$ cat src/logic/audio_out_pkg.sv
/*
 * audio_out_pkg: register map, field positions, reset values and timing
 * constants for the audio output path.
 * Assumes a 125 MHz system clock and byte-wide registers on a 32-bit bus.
 */
package audio_out_pkg;
	localparam int REG_COUNT = 16;
	localparam logic [11:0] REG_FIRST_INDEX = 12'h560;
	localparam logic [11:0] IDX_CONTROL = 12'h560;
	localparam logic [11:0] IDX_MIDPOINT = 12'h561;
	localparam logic [11:0] IDX_VOLUME = 12'h562;
	localparam logic [11:0] IDX_MODE = 12'h563;
	localparam logic [11:0] IDX_TUNE = 12'h564;
	localparam logic [11:0] IDX_DIV_STEP_LOW = 12'h565;
	localparam logic [11:0] IDX_STEP_MID = 12'h566;
	localparam logic [11:0] IDX_STEP_HIGH = 12'h567;
	localparam logic [11:0] IDX_NOISE_LEFT = 12'h568;
	localparam logic [11:0] IDX_NOISE_RIGHT = 12'h569;
	localparam logic [11:0] IDX_NOISE_R1_SWAP = 12'h56a;
	localparam logic [11:0] IDX_NOISE_R2_SEL = 12'h56b;
	localparam logic [11:0] IDX_CONST_L_LOW = 12'h56c;
	localparam logic [11:0] IDX_CONST_L_HIGH = 12'h56d;
	localparam logic [11:0] IDX_CONST_R_LOW = 12'h56e;
	localparam logic [11:0] IDX_CONST_R_HIGH = 12'h56f;
	// byte address is four times the index
	localparam int ADDR_W = 14;
	localparam logic [15:0][7:0] REG_RESET = {
		8'h00, 8'h00, 8'h00, 8'h00, 8'h00, 8'h10, 8'h40, 8'h50,
		8'h00, 8'hc4, 8'h90, 8'h01, 8'h64, 8'h40, 8'h40, 8'h04};
	localparam int CTRL_MONO = 0;
	localparam int CTRL_MOD_PLAYER = 2;
	localparam int CTRL_RECORDER = 4;
	localparam int CTRL_SERIAL_IF = 5;
	localparam int VOL_QUARTER = 0;
	localparam int VOL_HALF = 1;
	localparam int VOL_SHIFT_LSB = 2;
	localparam int VOL_SHIFT_MSB = 6;
	localparam int VOL_MUTE = 7;
	localparam int MODE_NO_DOUBLE = 0;
	localparam int MODE_PWM = 1;
	localparam int MODE_LINEAR = 2;
	localparam int MODE_SHAPE_LEFT = 5;
	localparam int MODE_SHAPE_RIGHT = 6;
	localparam int MODE_SERIAL_SWAP = 7;
	localparam int NOISE_BITS_MSB = 4;
	localparam int NOISE_EN_SECOND = 5;
	localparam int NOISE_EN_FIRST = 6;
	localparam int SWAP_MODULATORS = 5;
	localparam int CONST_SEL_LEFT = 5;
	localparam int CONST_SEL_RIGHT = 6;
	localparam int DIV_MSB = 3;
	localparam int STEP_LOW_LSB = 4;
	localparam int FRAC_W = 19;
	localparam logic [4:0] NOISE_BITS_MAX = 5'h10;
	localparam logic [15:0] LFSR_TAPS = 16'hb400;
	localparam logic [3:0][15:0] LFSR_SEED = {16'h9e37, 16'h5a3c, 16'hc1f5, 16'h2b71};
	localparam logic signed [21:0] FB_HIGH = 22'sh007fff;
	localparam logic signed [21:0] FB_LOW = -22'sh008000;
	localparam logic signed [15:0] SAT_MAX = 16'sh7fff;
	localparam logic signed [15:0] SAT_MIN = -16'sh8000;
	localparam logic [1:0] RESP_OKAY = 2'b00;
	localparam logic [1:0] RESP_SLVERR = 2'b10;
	localparam int SYS_CLOCK_MHZ = 125;
	localparam int MOD_CLOCK_MAX_MHZ = 8;
	// modulator tick divider, rounded up so the tick rate stays at or below the maximum
	localparam int MOD_DIV = (SYS_CLOCK_MHZ + MOD_CLOCK_MAX_MHZ - 1) / MOD_CLOCK_MAX_MHZ;
	localparam logic [4:0] MOD_DIV_LAST = 5'(MOD_DIV - 1);
	typedef enum logic [1:0] {
		WR_COLLECT = 2'b01,
		WR_RESPOND = 2'b10
	} wr_state_e;
endpackage : audio_out_pkg

$ cat src/logic/audio_output_path.sv
/*
 * audio_output_path: rate matcher, volume, dither and per-channel
 * sigma-delta / PWM modulators, with byte registers on AXI4-Lite.
 * Assumes samples arrive as a valid/ready stream in the clk_sys domain;
 * the modulator domain is a derived tick of clk_sys.
 */
// Design decision made here: the AXI4-Lite interface to the registers.
`timescale 1ns/1ps
// Overview of operation
// - rate matcher moves samples into modulator time
// - phase step ratio is step over 0x80000
// - step from high, middle bytes, upper nibble of low byte
// - tuning byte adds to the step
// - mode bit 2 picks linear or hold
// - sixteen-bit samples become one-bit streams
// - one dither source per channel at once
// - control bits: mono, players, recorder enables
// - control bits: serial interface, gain group, filter
// - volume: quarter, half, shift, mute
// - left dither constant when select bit set
// - right dither constant when select bit set
// - left noise shaped when mode bit 5
// - right noise shaped when mode bit 6
// - two noise generators per channel enabled
// - five-bit width per noise generator
// - swap bit exchanges modulator data
// - PWM output, optional no doubling
// - mode bit 7 swaps serial input channels
// - low nibble divides serial bit clock
// - gain group midpoint byte
module audio_output_path import audio_out_pkg::*; (
	input wire logic clk_sys, // system clock
	input wire logic sys_rst, // async reset, high
	input wire logic [15:0] s_axi_awaddr, // write address
	input wire logic s_axi_awvalid, // write address valid
	output logic s_axi_awready, // write address ready
	input wire logic [31:0] s_axi_wdata, // write data
	input wire logic [3:0] s_axi_wstrb, // byte strobes
	input wire logic s_axi_wvalid, // write data valid
	output logic s_axi_wready, // write data ready
	output logic [1:0] s_axi_bresp, // write response
	output logic s_axi_bvalid, // write response valid
	input wire logic s_axi_bready, // write response ready
	input wire logic [15:0] s_axi_araddr, // read address
	input wire logic s_axi_arvalid, // read address valid
	output logic s_axi_arready, // read address ready
	output logic [31:0] s_axi_rdata, // read data
	output logic [1:0] s_axi_rresp, // read response
	output logic s_axi_rvalid, // read data valid
	input wire logic s_axi_rready, // read data ready
	input wire logic sample_valid, // sample pair offered
	input wire logic [15:0] sample_left, // left sample
	input wire logic [15:0] sample_right, // right sample
	output logic sample_ready, // matcher wants a sample
	output logic mod_out_left, // left one-bit stream
	output logic mod_out_right, // right one-bit stream
	output logic serial_bit_clock, // serial audio bit clock
	input wire logic serial_in_valid, // serial input word strobe
	input wire logic [15:0] serial_in_left, // serial input left
	input wire logic [15:0] serial_in_right, // serial input right
	output logic [15:0] record_left, // recorded left
	output logic [15:0] record_right, // recorded right
	output logic [7:0] path_enable, // control byte to other stages
	output logic [7:0] gain_group_midpoint // gain group midpoint
);
	typedef struct packed {
		wr_state_e wr_state;
		logic aw_have;
		logic [ADDR_W-1:0] aw_addr;
		logic w_have;
		logic [7:0] w_byte;
		logic w_lane;
		logic awready;
		logic wready;
		logic bvalid;
		logic [1:0] bresp;
		logic arready;
		logic rvalid;
		logic [31:0] rdata;
		logic [1:0] rresp;
		logic [15:0][7:0] regs;
		logic [4:0] tick_cnt;
		logic [FRAC_W-1:0] phase;
		logic need_sample;
		logic [1:0][15:0] prev;
		logic [1:0][15:0] cur;
		logic [3:0][15:0] lfsr;
		logic [1:0][15:0] dith_prev;
		logic [1:0][21:0] integ;
		logic [15:0] pwm_cnt;
		logic [1:0] mod_out;
		logic [3:0] sclk_cnt;
		logic sclk;
		logic [1:0][15:0] rec;
	} state_s;

	state_s st;
	state_s next_st;

	function automatic logic [3:0] reg_slot(input logic [11:0] idx);
		reg_slot = 4'(idx - REG_FIRST_INDEX);
	endfunction : reg_slot

	function automatic logic mapped(input logic [ADDR_W-1:0] idx);
		mapped = idx >= ADDR_W'(REG_FIRST_INDEX) &&
			idx < ADDR_W'(REG_FIRST_INDEX) + ADDR_W'(REG_COUNT);
	endfunction : mapped

	function automatic logic [15:0] noise_part(input logic [15:0] lfsr_val,
			input logic [4:0] bits, input logic en);
		logic [4:0] n;
		n = (bits > NOISE_BITS_MAX) ? NOISE_BITS_MAX : bits;
		noise_part = en ? (lfsr_val & 16'((17'h1 << n) - 17'h1)) : 16'h0;
	endfunction : noise_part

	function automatic logic signed [15:0] saturate(input logic signed [55:0] v);
		if (v > 56'(SAT_MAX))
			saturate = SAT_MAX;
		else if (v < 56'(SAT_MIN))
			saturate = SAT_MIN;
		else
			saturate = 16'(v);
	endfunction : saturate

	logic [7:0] ctrl, vol, mode;
	logic [19:0] step;
	logic [20:0] phase_sum;
	logic tick, advance;
	logic [1:0][15:0] shaped_dither, dither, chan, voiced;
	logic [1:0] shape_en, const_sel, en_first, en_second;
	logic [1:0][15:0] const_val;
	logic [1:0][4:0] bits_first, bits_second;
	logic [1:0][15:0] pn_raw;

	always_comb begin
		ctrl = st.regs[reg_slot(IDX_CONTROL)];
		vol = st.regs[reg_slot(IDX_VOLUME)];
		mode = st.regs[reg_slot(IDX_MODE)];
		// step assembled, then tuned
		step = 20'({st.regs[reg_slot(IDX_STEP_HIGH)], st.regs[reg_slot(IDX_STEP_MID)],
			st.regs[reg_slot(IDX_DIV_STEP_LOW)][7:STEP_LOW_LSB]})
			+ 20'(st.regs[reg_slot(IDX_TUNE)]);
		tick = st.tick_cnt == MOD_DIV_LAST && ctrl[CTRL_MOD_PLAYER];
		phase_sum = 21'(st.phase) + 21'(step);
		advance = tick && phase_sum[20:FRAC_W] != 2'b00;
		const_sel = {st.regs[reg_slot(IDX_NOISE_R2_SEL)][CONST_SEL_RIGHT],
			st.regs[reg_slot(IDX_NOISE_R2_SEL)][CONST_SEL_LEFT]};
		shape_en = {mode[MODE_SHAPE_RIGHT], mode[MODE_SHAPE_LEFT]};
		const_val[0] = {st.regs[reg_slot(IDX_CONST_L_HIGH)], st.regs[reg_slot(IDX_CONST_L_LOW)]};
		const_val[1] = {st.regs[reg_slot(IDX_CONST_R_HIGH)], st.regs[reg_slot(IDX_CONST_R_LOW)]};
		en_first = {st.regs[reg_slot(IDX_NOISE_RIGHT)][NOISE_EN_FIRST],
			st.regs[reg_slot(IDX_NOISE_LEFT)][NOISE_EN_FIRST]};
		en_second = {st.regs[reg_slot(IDX_NOISE_RIGHT)][NOISE_EN_SECOND],
			st.regs[reg_slot(IDX_NOISE_LEFT)][NOISE_EN_SECOND]};
		bits_first[0] = st.regs[reg_slot(IDX_NOISE_LEFT)][NOISE_BITS_MSB:0];
		bits_second[0] = st.regs[reg_slot(IDX_NOISE_RIGHT)][NOISE_BITS_MSB:0];
		bits_first[1] = st.regs[reg_slot(IDX_NOISE_R1_SWAP)][NOISE_BITS_MSB:0];
		bits_second[1] = st.regs[reg_slot(IDX_NOISE_R2_SEL)][NOISE_BITS_MSB:0];
	end

	// per-channel datapath
	for (genvar c = 0; c < 2; c++) begin : g_chan
		logic signed [16:0] diff;
		logic signed [37:0] prod;
		logic signed [18:0] scaled;
		logic signed [55:0] wide;
		always_comb begin
			diff = $signed({st.cur[c][15], st.cur[c]}) - $signed({st.prev[c][15], st.prev[c]});
			prod = 38'(diff * $signed({1'b0, st.phase}));
			// linear weights by phase, otherwise hold previous
			if (mode[MODE_LINEAR])
				chan[c] = 16'($signed(st.prev[c]) + 16'(prod >>> FRAC_W));
			else
				chan[c] = st.prev[c];
			scaled = 19'($signed(chan[c])) * 19'sd4
				+ (vol[VOL_HALF] ? 19'($signed(chan[c])) * 19'sd2 : 19'sd0)
				+ (vol[VOL_QUARTER] ? 19'($signed(chan[c])) : 19'sd0);
			wide = (56'(scaled) <<< vol[VOL_SHIFT_MSB:VOL_SHIFT_LSB]) >>> 2;
			voiced[c] = vol[VOL_MUTE] ? 16'h0 : saturate(wide);
			pn_raw[c] = noise_part(st.lfsr[2*c], bits_first[c], en_first[c])
				+ noise_part(st.lfsr[2*c+1], bits_second[c], en_second[c]);
			shaped_dither[c] = pn_raw[c] - st.dith_prev[c];
			// exactly one of constant, shaped or plain noise
			if (const_sel[c])
				dither[c] = const_val[c];
			else if (shape_en[c])
				dither[c] = shaped_dither[c];
			else
				dither[c] = pn_raw[c];
		end
	end

	always_comb begin
		logic [ADDR_W-1:0] ridx;
		logic [1:0][15:0] mod_in;
		logic [1:0][15:0] pwm_level;
		logic signed [21:0] fb;
		next_st = st;
		ridx = s_axi_araddr[ADDR_W+1:2];
		mod_in = '0;
		pwm_level = '0;
		fb = '0;
		// write channel: address and data in either order
		if (s_axi_awvalid && st.awready) begin
			next_st.aw_have = 1'b1;
			next_st.aw_addr = s_axi_awaddr[ADDR_W+1:2];
		end
		if (s_axi_wvalid && st.wready) begin
			next_st.w_have = 1'b1;
			next_st.w_byte = s_axi_wdata[7:0];
			next_st.w_lane = s_axi_wstrb[0];
		end
		case (st.wr_state)
			WR_COLLECT: begin
				if (st.aw_have && st.w_have) begin
					next_st.aw_have = 1'b0;
					next_st.w_have = 1'b0;
					next_st.bvalid = 1'b1;
					next_st.wr_state = WR_RESPOND;
					if (mapped(st.aw_addr)) begin
						next_st.bresp = RESP_OKAY;
						if (st.w_lane)
							next_st.regs[4'(st.aw_addr - ADDR_W'(REG_FIRST_INDEX))] = st.w_byte;
					end else begin
						next_st.bresp = RESP_SLVERR;
					end
				end
			end
			WR_RESPOND: begin
				if (s_axi_bready) begin
					next_st.bvalid = 1'b0;
					next_st.wr_state = WR_COLLECT;
				end
			end
			default: next_st.wr_state = WR_COLLECT;
		endcase
		next_st.awready = !next_st.aw_have && next_st.wr_state == WR_COLLECT;
		next_st.wready = !next_st.w_have && next_st.wr_state == WR_COLLECT;
		// read channel
		if (s_axi_arvalid && st.arready) begin
			next_st.arready = 1'b0;
			next_st.rvalid = 1'b1;
			if (mapped(ridx)) begin
				next_st.rdata = {24'h0, st.regs[4'(ridx - ADDR_W'(REG_FIRST_INDEX))]};
				next_st.rresp = RESP_OKAY;
			end else begin
				next_st.rdata = 32'h0;
				next_st.rresp = RESP_SLVERR;
			end
		end else if (st.rvalid && s_axi_rready) begin
			next_st.rvalid = 1'b0;
			next_st.arready = 1'b1;
		end
		// modulator tick derived from clk_sys
		next_st.tick_cnt = (st.tick_cnt == MOD_DIV_LAST) ? 5'h0 : 5'(st.tick_cnt + 5'h1);
		if (tick) begin
			next_st.phase = phase_sum[FRAC_W-1:0];
			for (int g = 0; g < 4; g++)
				next_st.lfsr[g] = {st.lfsr[g][14:0], ^(st.lfsr[g] & LFSR_TAPS)};
			next_st.dith_prev = pn_raw;
			next_st.pwm_cnt = 16'(st.pwm_cnt + 16'h1);
		end
		// new sample pair shifts in on phase wrap
		if (advance) begin
			next_st.prev = st.cur;
			next_st.need_sample = 1'b1;
		end
		if (sample_valid && st.need_sample) begin
			next_st.cur[0] = sample_left;
			next_st.cur[1] = ctrl[CTRL_MONO] ? sample_left : sample_right;
			next_st.need_sample = advance;
		end
		// channel exchange between modulators
		if (st.regs[reg_slot(IDX_NOISE_R1_SWAP)][SWAP_MODULATORS])
			mod_in = {voiced[0], voiced[1]};
		else
			mod_in = voiced;
		for (int c = 0; c < 2; c++) begin
			fb = st.mod_out[c] ? FB_HIGH : FB_LOW;
			// pwm level offset-binary, doubled unless bit 0 set
			pwm_level[c] = mode[MODE_NO_DOUBLE] ? {~mod_in[c][15], mod_in[c][14:0]}
				: {~mod_in[c][15], mod_in[c][14:0]} << 1;
			if (!ctrl[CTRL_MOD_PLAYER]) begin
				next_st.integ[c] = '0;
				next_st.mod_out[c] = 1'b0;
			end else if (tick && mode[MODE_PWM]) begin
				next_st.mod_out[c] = pwm_level[c] > st.pwm_cnt;
			end else if (tick) begin
				next_st.integ[c] = 22'($signed(st.integ[c]) + 22'($signed(mod_in[c]))
					+ 22'($signed(dither[c])) - fb);
				next_st.mod_out[c] = !next_st.integ[c][21];
			end
		end
		// serial bit clock divider
		if (ctrl[CTRL_SERIAL_IF]) begin
			if (st.sclk_cnt >= st.regs[reg_slot(IDX_DIV_STEP_LOW)][DIV_MSB:0]) begin
				next_st.sclk_cnt = 4'h0;
				next_st.sclk = !st.sclk;
			end else begin
				next_st.sclk_cnt = 4'(st.sclk_cnt + 4'h1);
			end
		end else begin
			next_st.sclk_cnt = 4'h0;
			next_st.sclk = 1'b0;
		end
		// serial recorder with optional channel swap
		if (ctrl[CTRL_RECORDER] && serial_in_valid) begin
			if (mode[MODE_SERIAL_SWAP]) begin
				next_st.rec[0] = serial_in_right;
				next_st.rec[1] = serial_in_left;
			end else begin
				next_st.rec[0] = serial_in_left;
				next_st.rec[1] = serial_in_right;
			end
		end
	end

	always_ff @(posedge clk_sys or posedge sys_rst) begin
		if (sys_rst) begin
			st <= '0;
			st.wr_state <= WR_COLLECT;
			st.awready <= 1'b1;
			st.wready <= 1'b1;
			st.arready <= 1'b1;
			st.regs <= REG_RESET;
			st.lfsr <= LFSR_SEED;
			st.need_sample <= 1'b1;
		end else begin
			st <= next_st;
		end
	end

	assign s_axi_awready = st.awready;
	assign s_axi_wready = st.wready;
	assign s_axi_bresp = st.bresp;
	assign s_axi_bvalid = st.bvalid;
	assign s_axi_arready = st.arready;
	assign s_axi_rdata = st.rdata;
	assign s_axi_rresp = st.rresp;
	assign s_axi_rvalid = st.rvalid;
	assign sample_ready = st.need_sample;
	assign mod_out_left = st.mod_out[0];
	assign mod_out_right = st.mod_out[1];
	assign serial_bit_clock = st.sclk;
	assign record_left = st.rec[0];
	assign record_right = st.rec[1];
	assign path_enable = st.regs[reg_slot(IDX_CONTROL)];
	assign gain_group_midpoint = st.regs[reg_slot(IDX_MIDPOINT)];
endmodule : audio_output_path

$ cat config.mk
export PLATFORM = sky130hd
export DESIGN_NAME = audio_output_path
export DESIGN_NICKNAME = d
export VERILOG_FILES = /design/src/logic/audio_out_pkg.sv /design/src/logic/audio_output_path.sv
export SDC_FILE = /design/constraint.sdc
export NUM_CORES = 2
export LEC_CHECK = 0
export BUFFER_PORTS_ARGS = -buffer_cell sky130_fd_sc_hd__buf_4
export CAP_MARGIN = 20
export CORE_ASPECT_RATIO = 0.75
export CORE_UTILIZATION = 55
export DETAILED_ROUTE_END_ITERATION = 8
export GPL_ROUTABILITY_DRIVEN = 0
export PLACE_DENSITY = 0.75
export SLEW_MARGIN = 5
export SYNTH_ARGS = -nofsm -noshare
export SYNTH_HDL_FRONTEND = slang
export SYNTH_SLANG_ARGS = --single-unit
$ cat constraint.sdc
create_clock -name clk_sys -period 19.2 [get_ports clk_sys]
set_input_delay 0.96 -clock clk_sys [delete_from_list [all_inputs] [get_ports clk_sys]]
set_output_delay 0.96 -clock clk_sys [all_outputs]
set_load 0.1 [all_outputs]
==> results by stage <==
Status:
- The flow ran to the end, and the final reports show no timing, DRC or antenna violations.

Floorplan:
- The region available for standard cell placement spans 0.110 mm^2.
- For this design the top-level I/O count stands at 234.
- The die footprint is 0.113 mm^2.
- The starting density of the core is 55.9%.
- The die span in y is 292 um.
- The die is 388 um wide.
- The initialized floorplan defines 105 standard-cell rows.

Finish:
- The net count reported at finish is 9166.
- Cells with a size suffix above 1 make up 21.3% of the layout.
- The area growth from synthesis to layout is 17.3%.

Logic synthesis:
- The largest total area in the synthesized netlist belongs to sky130_fd_sc_hd__fa_1.
- The count of synthesis-stage warnings from yosys is 0.
- The per-instance average area after synthesis is 8.52 um^2.
- Yosys mapped a number of flops with a built-in enable equal to 0.
- The count of distinct cell types in the synthesized netlist is 99.
- For this run, the leading register cell type out of synthesis is sky130_fd_sc_hd__dfrtp_1.
- The async set-reset flop share out of synthesis is 100%.
- The synthesized netlist cell count is 7224.
- The share of the synthesized area in the top cell type is 20.6%.
- Counting instances in the post-synthesis netlist gives the leading cell types as 1076 x sky130_fd_sc_hd__inv_1, 1018 x sky130_fd_sc_hd__nand2_1, 632 x sky130_fd_sc_hd__fa_1.
- The most common cell in the synthesized netlist is sky130_fd_sc_hd__inv_1.
- The mapped netlist covers 0.0615 mm^2.
- The sequential area share after synthesis is 18.6%.
- In the post-synthesis netlist, the biggest area contributors are sky130_fd_sc_hd__fa_1 21%, sky130_fd_sc_hd__dfrtp_1 16%, sky130_fd_sc_hd__ha_1 10%.
- The flip-flop and latch count after synthesis is 454.

Pwr:
- Across the VDD grid, the largest voltage drop is 0.0930 mV.
- In this run the static leakage power is 36.3 nW.
- Dividing total power by cell area gives a power density of 44.1 mW/mm^2.

Min path:
- The tightest min-delay check is of the in2async type.

Clocking:
- Clock tree synthesis selected as its root buffer the cell sky130_fd_sc_hd__clkbuf_16.
- The number of sinks handled by clock tree synthesis is 454.
- The H-tree generated during clock tree synthesis spans 2 levels.
- Buffers inserted during clock tree synthesis total 51.
- The longest clock path from root to sink contains 3 buffers.
- The worst-skew pair later-pin latency is 660 ps.
- Clock-pin slew was measured on the worst setup and hold paths at 70 ps.
- The clock tree from TritonCTS is built.

STA:
- At the pin with the least slew margin, the transition time is 1240 ps.
- Setup violations remaining at the end of the flow were counted as 0.
- For the finished layout, the period the worst path requires is 18800 ps.
- The minimum hold slack is 404 ps.
- The final-report hold violation count is 0.
- The slack of the critical path is 402 ps.
- The post-route fraction of the period consumed by the critical path is 97.9%.
- The tightest slew margin relative to the limit is 16.7%.
- The final sum of negative setup slack is 0 ps.
- Setup repair after global routing could not meet its margin everywhere.
- On the final layout, the worst clock skew is 26.9 ps.
- The max-slew violation count is 0.
- The achievable clock frequency is 53.2 MHz.

GRT:
- The number of antenna violations at the first check in global routing is 5.
- In the global route stage, met1 resource usage came out at 48.7%.
- Global routing used 33.5% of the available tracks across all layers.
- For this run, global-route usage on met2 was measured as 48.3%.
- The met3 global-route usage is 10.0%.
- The global-route wire length before repair is 301000 um.
- The via count of the first global-routing pass is 55000.
- Entering global routing, the biggest net connects 102 pins.
- The total congestion overflow after global routing is 0.
- In this run the most used layer during global routing was met1.

Placement:
- The wire-length estimate of the detail-placed layout is 146000 um.
- The count of buffers added on input and output ports is 176.
- OpenSTA, run right after detailed placement, puts the worst setup slack at -1290 ps.

Route:
- The detail route stage leaves a number of antenna-violating nets equal to 0.
- Wires add up to 193000 um.
- For this run, the detailed router's first-pass iteration total came to 8.
- For this run, design rule violations remaining after detail routing come to 0.
- Using the TritonRoute via totals, the vias-per-cell ratio works out to 5.93.
- After the first detailed-routing iteration, the DRC count stood at 6501.
- After detailed routing, the average wire length per cell comes to 20.6 um.
- The via count is 55500.

Worst setup path:
- The delay of the slowest cell on the worst path is 570 ps.
- The setup path with the least slack is of type reg2reg.
- STA classifies the critical path startpoint as a flop.
- In this design, the critical path's most frequently occurring cell is sky130_fd_sc_hd__fa_1.
- The highest-delay cell along the critical path is sky130_fd_sc_hd__fa_1.
- The worst setup path is captured at a flop.
- Along the worst path, the maximum fanout reaches 9.
- Together, buffers and inverters on the worst path number 14.
- The data required time of the worst path is 19680 ps.
- For the worst setup path, the data arrival time is 19280 ps.
- The cell class contributing the biggest share of worst-path delay is adder cells.

Run:
- Across the run, the number of max-cap violations was 0.
-- placed cells by master, fill, tap and decap left out, types with 16 or more instances in the layout --
cell type                   instances
sky130_fd_sc_hd__mux4_2            45
sky130_fd_sc_hd__clkbuf_16         51
sky130_fd_sc_hd__a31oi_1           28
sky130_fd_sc_hd__o22ai_1           18
sky130_fd_sc_hd__or2_2             30
sky130_fd_sc_hd__nand3_1          114
sky130_fd_sc_hd__xnor2_1          176
sky130_fd_sc_hd__o31ai_1           30
sky130_fd_sc_hd__o21ai_1           30
sky130_fd_sc_hd__nand2_1         1011
sky130_fd_sc_hd__dfstp_2           56
sky130_fd_sc_hd__dfrtp_1          394
sky130_fd_sc_hd__a21boi_2          18
sky130_fd_sc_hd__and3_1            46
sky130_fd_sc_hd__mux2i_1          109
sky130_fd_sc_hd__o21ai_2           27
sky130_fd_sc_hd__or3_1             28
sky130_fd_sc_hd__a211oi_1          28
sky130_fd_sc_hd__a21oi_2           32
sky130_fd_sc_hd__nor2b_1          131
sky130_fd_sc_hd__fa_1             624
sky130_fd_sc_hd__o211ai_1          24
sky130_fd_sc_hd__o21a_1            49
sky130_fd_sc_hd__mux2_2           205
sky130_fd_sc_hd__a21oi_1          267
sky130_fd_sc_hd__xor2_1            63
sky130_fd_sc_hd__a21o_1            65
sky130_fd_sc_hd__and2_1           190
sky130_fd_sc_hd__a21boi_0          16
sky130_fd_sc_hd__conb_1            26
sky130_fd_sc_hd__buf_4            992
sky130_fd_sc_hd__nor2_1           396
sky130_fd_sc_hd__nand2b_1          49
sky130_fd_sc_hd__inv_1           1068
sky130_fd_sc_hd__nor3_1            96
sky130_fd_sc_hd__ha_1             495
sky130_fd_sc_hd__o21bai_1          47
sky130_fd_sc_hd__nand4_1           24
sky130_fd_sc_hd__o21ai_0          328
-- layout make-up --
class                      count  area (um^2)
fill                        8665        37900
clock buffer                  73         1450
inverter                    1081         4070
multi-input combinational   5284        45400
clock inverter                21          299
timing repair buffer        1007         7690
sequential                   454        11400
tap                         1444         1810
antenna                        3         7.51
-- power breakdown --
group / switching, mW / internal [mW]
logic: 0.592 / 0.440
clock network: 0.453 / 0.585
registers: 0.113 / 1.00
total: 1.16 / 2.03
-- path summary, 6_finish.rpt --
check | slack, ps | end | cells after the start | startpoint
setup reg to reg | 400 | mod_out_left | 87 | st[211]
hold / removal | 400 | record_right[13] | 2 | sys_rst
max in group asynchronous | 17220 | path_enable[4] | 3 | sys_rst
hold reg to reg | 460 | st[140] | 2 | st[139]
min in group clk_sys | 460 | st[140] | 2 | st[139]
setup / recovery | 400 | mod_out_left | 87 | st[211]
-- kinds of logic after synthesis --
| group | after synthesis | share of synthesized area, % |
|---|---|---|
| other | 1 | 0.00609 |
| and+or+nand+nor | 2249 | 16.8 |
| buffers and inverters | 1511 | 9.76 |
| muxes | 365 | 7.27 |
| DFF | 454 | 18.6 |
| AOI/OAI and AO/OA | 1248 | 13.0 |
| adders and majority gates | 1146 | 31.0 |
| xor gates and xnor gates | 250 | 3.57 |
-- what timing repair did --
item / in CTS / in global routing
setup buffers: 35 / 51
hold buffers: 0 / 0
endpoints found under the setup margin: 27 / 30
pin swaps: 47 / 187
cloned: 0 / 0
resized for setup: 87 / 236
-- flip-flops by register name, summed over array words and instances, names as in the netlist, 2 cells and up --
register             count
en_first                 2
bits_second             10
record_left             16
bits_first              10
path_enable              8
vol                      8
gain_group_midpoint      8
record_right            16
const_sel                2
const_val               32
en_second                2
s_axi_rdata              8
mode                     8
st                     313
-- stage by stage --
stage               util (%)  cells  instance area (um^2)  power (mW)
global placement        62.2   9180                 68500        1.98
detailed placement      62.2   9180                 68500        2.01
global route            65.6   9364                 72200        3.31
CTS                     64.3   9309                 70700        3.10
floorplan                  -   7249                 61600        1.61
finish                  65.6   9367                 72200        3.19
-- metal layers --
layer	share of wire, %	vias up
li1	-	24900
met1	42	27000
met4	3.3	6
met5	0.021	-
met3	13	456
met2	41	3141
No activity file was read; power rests on OpenSTA's default activity.
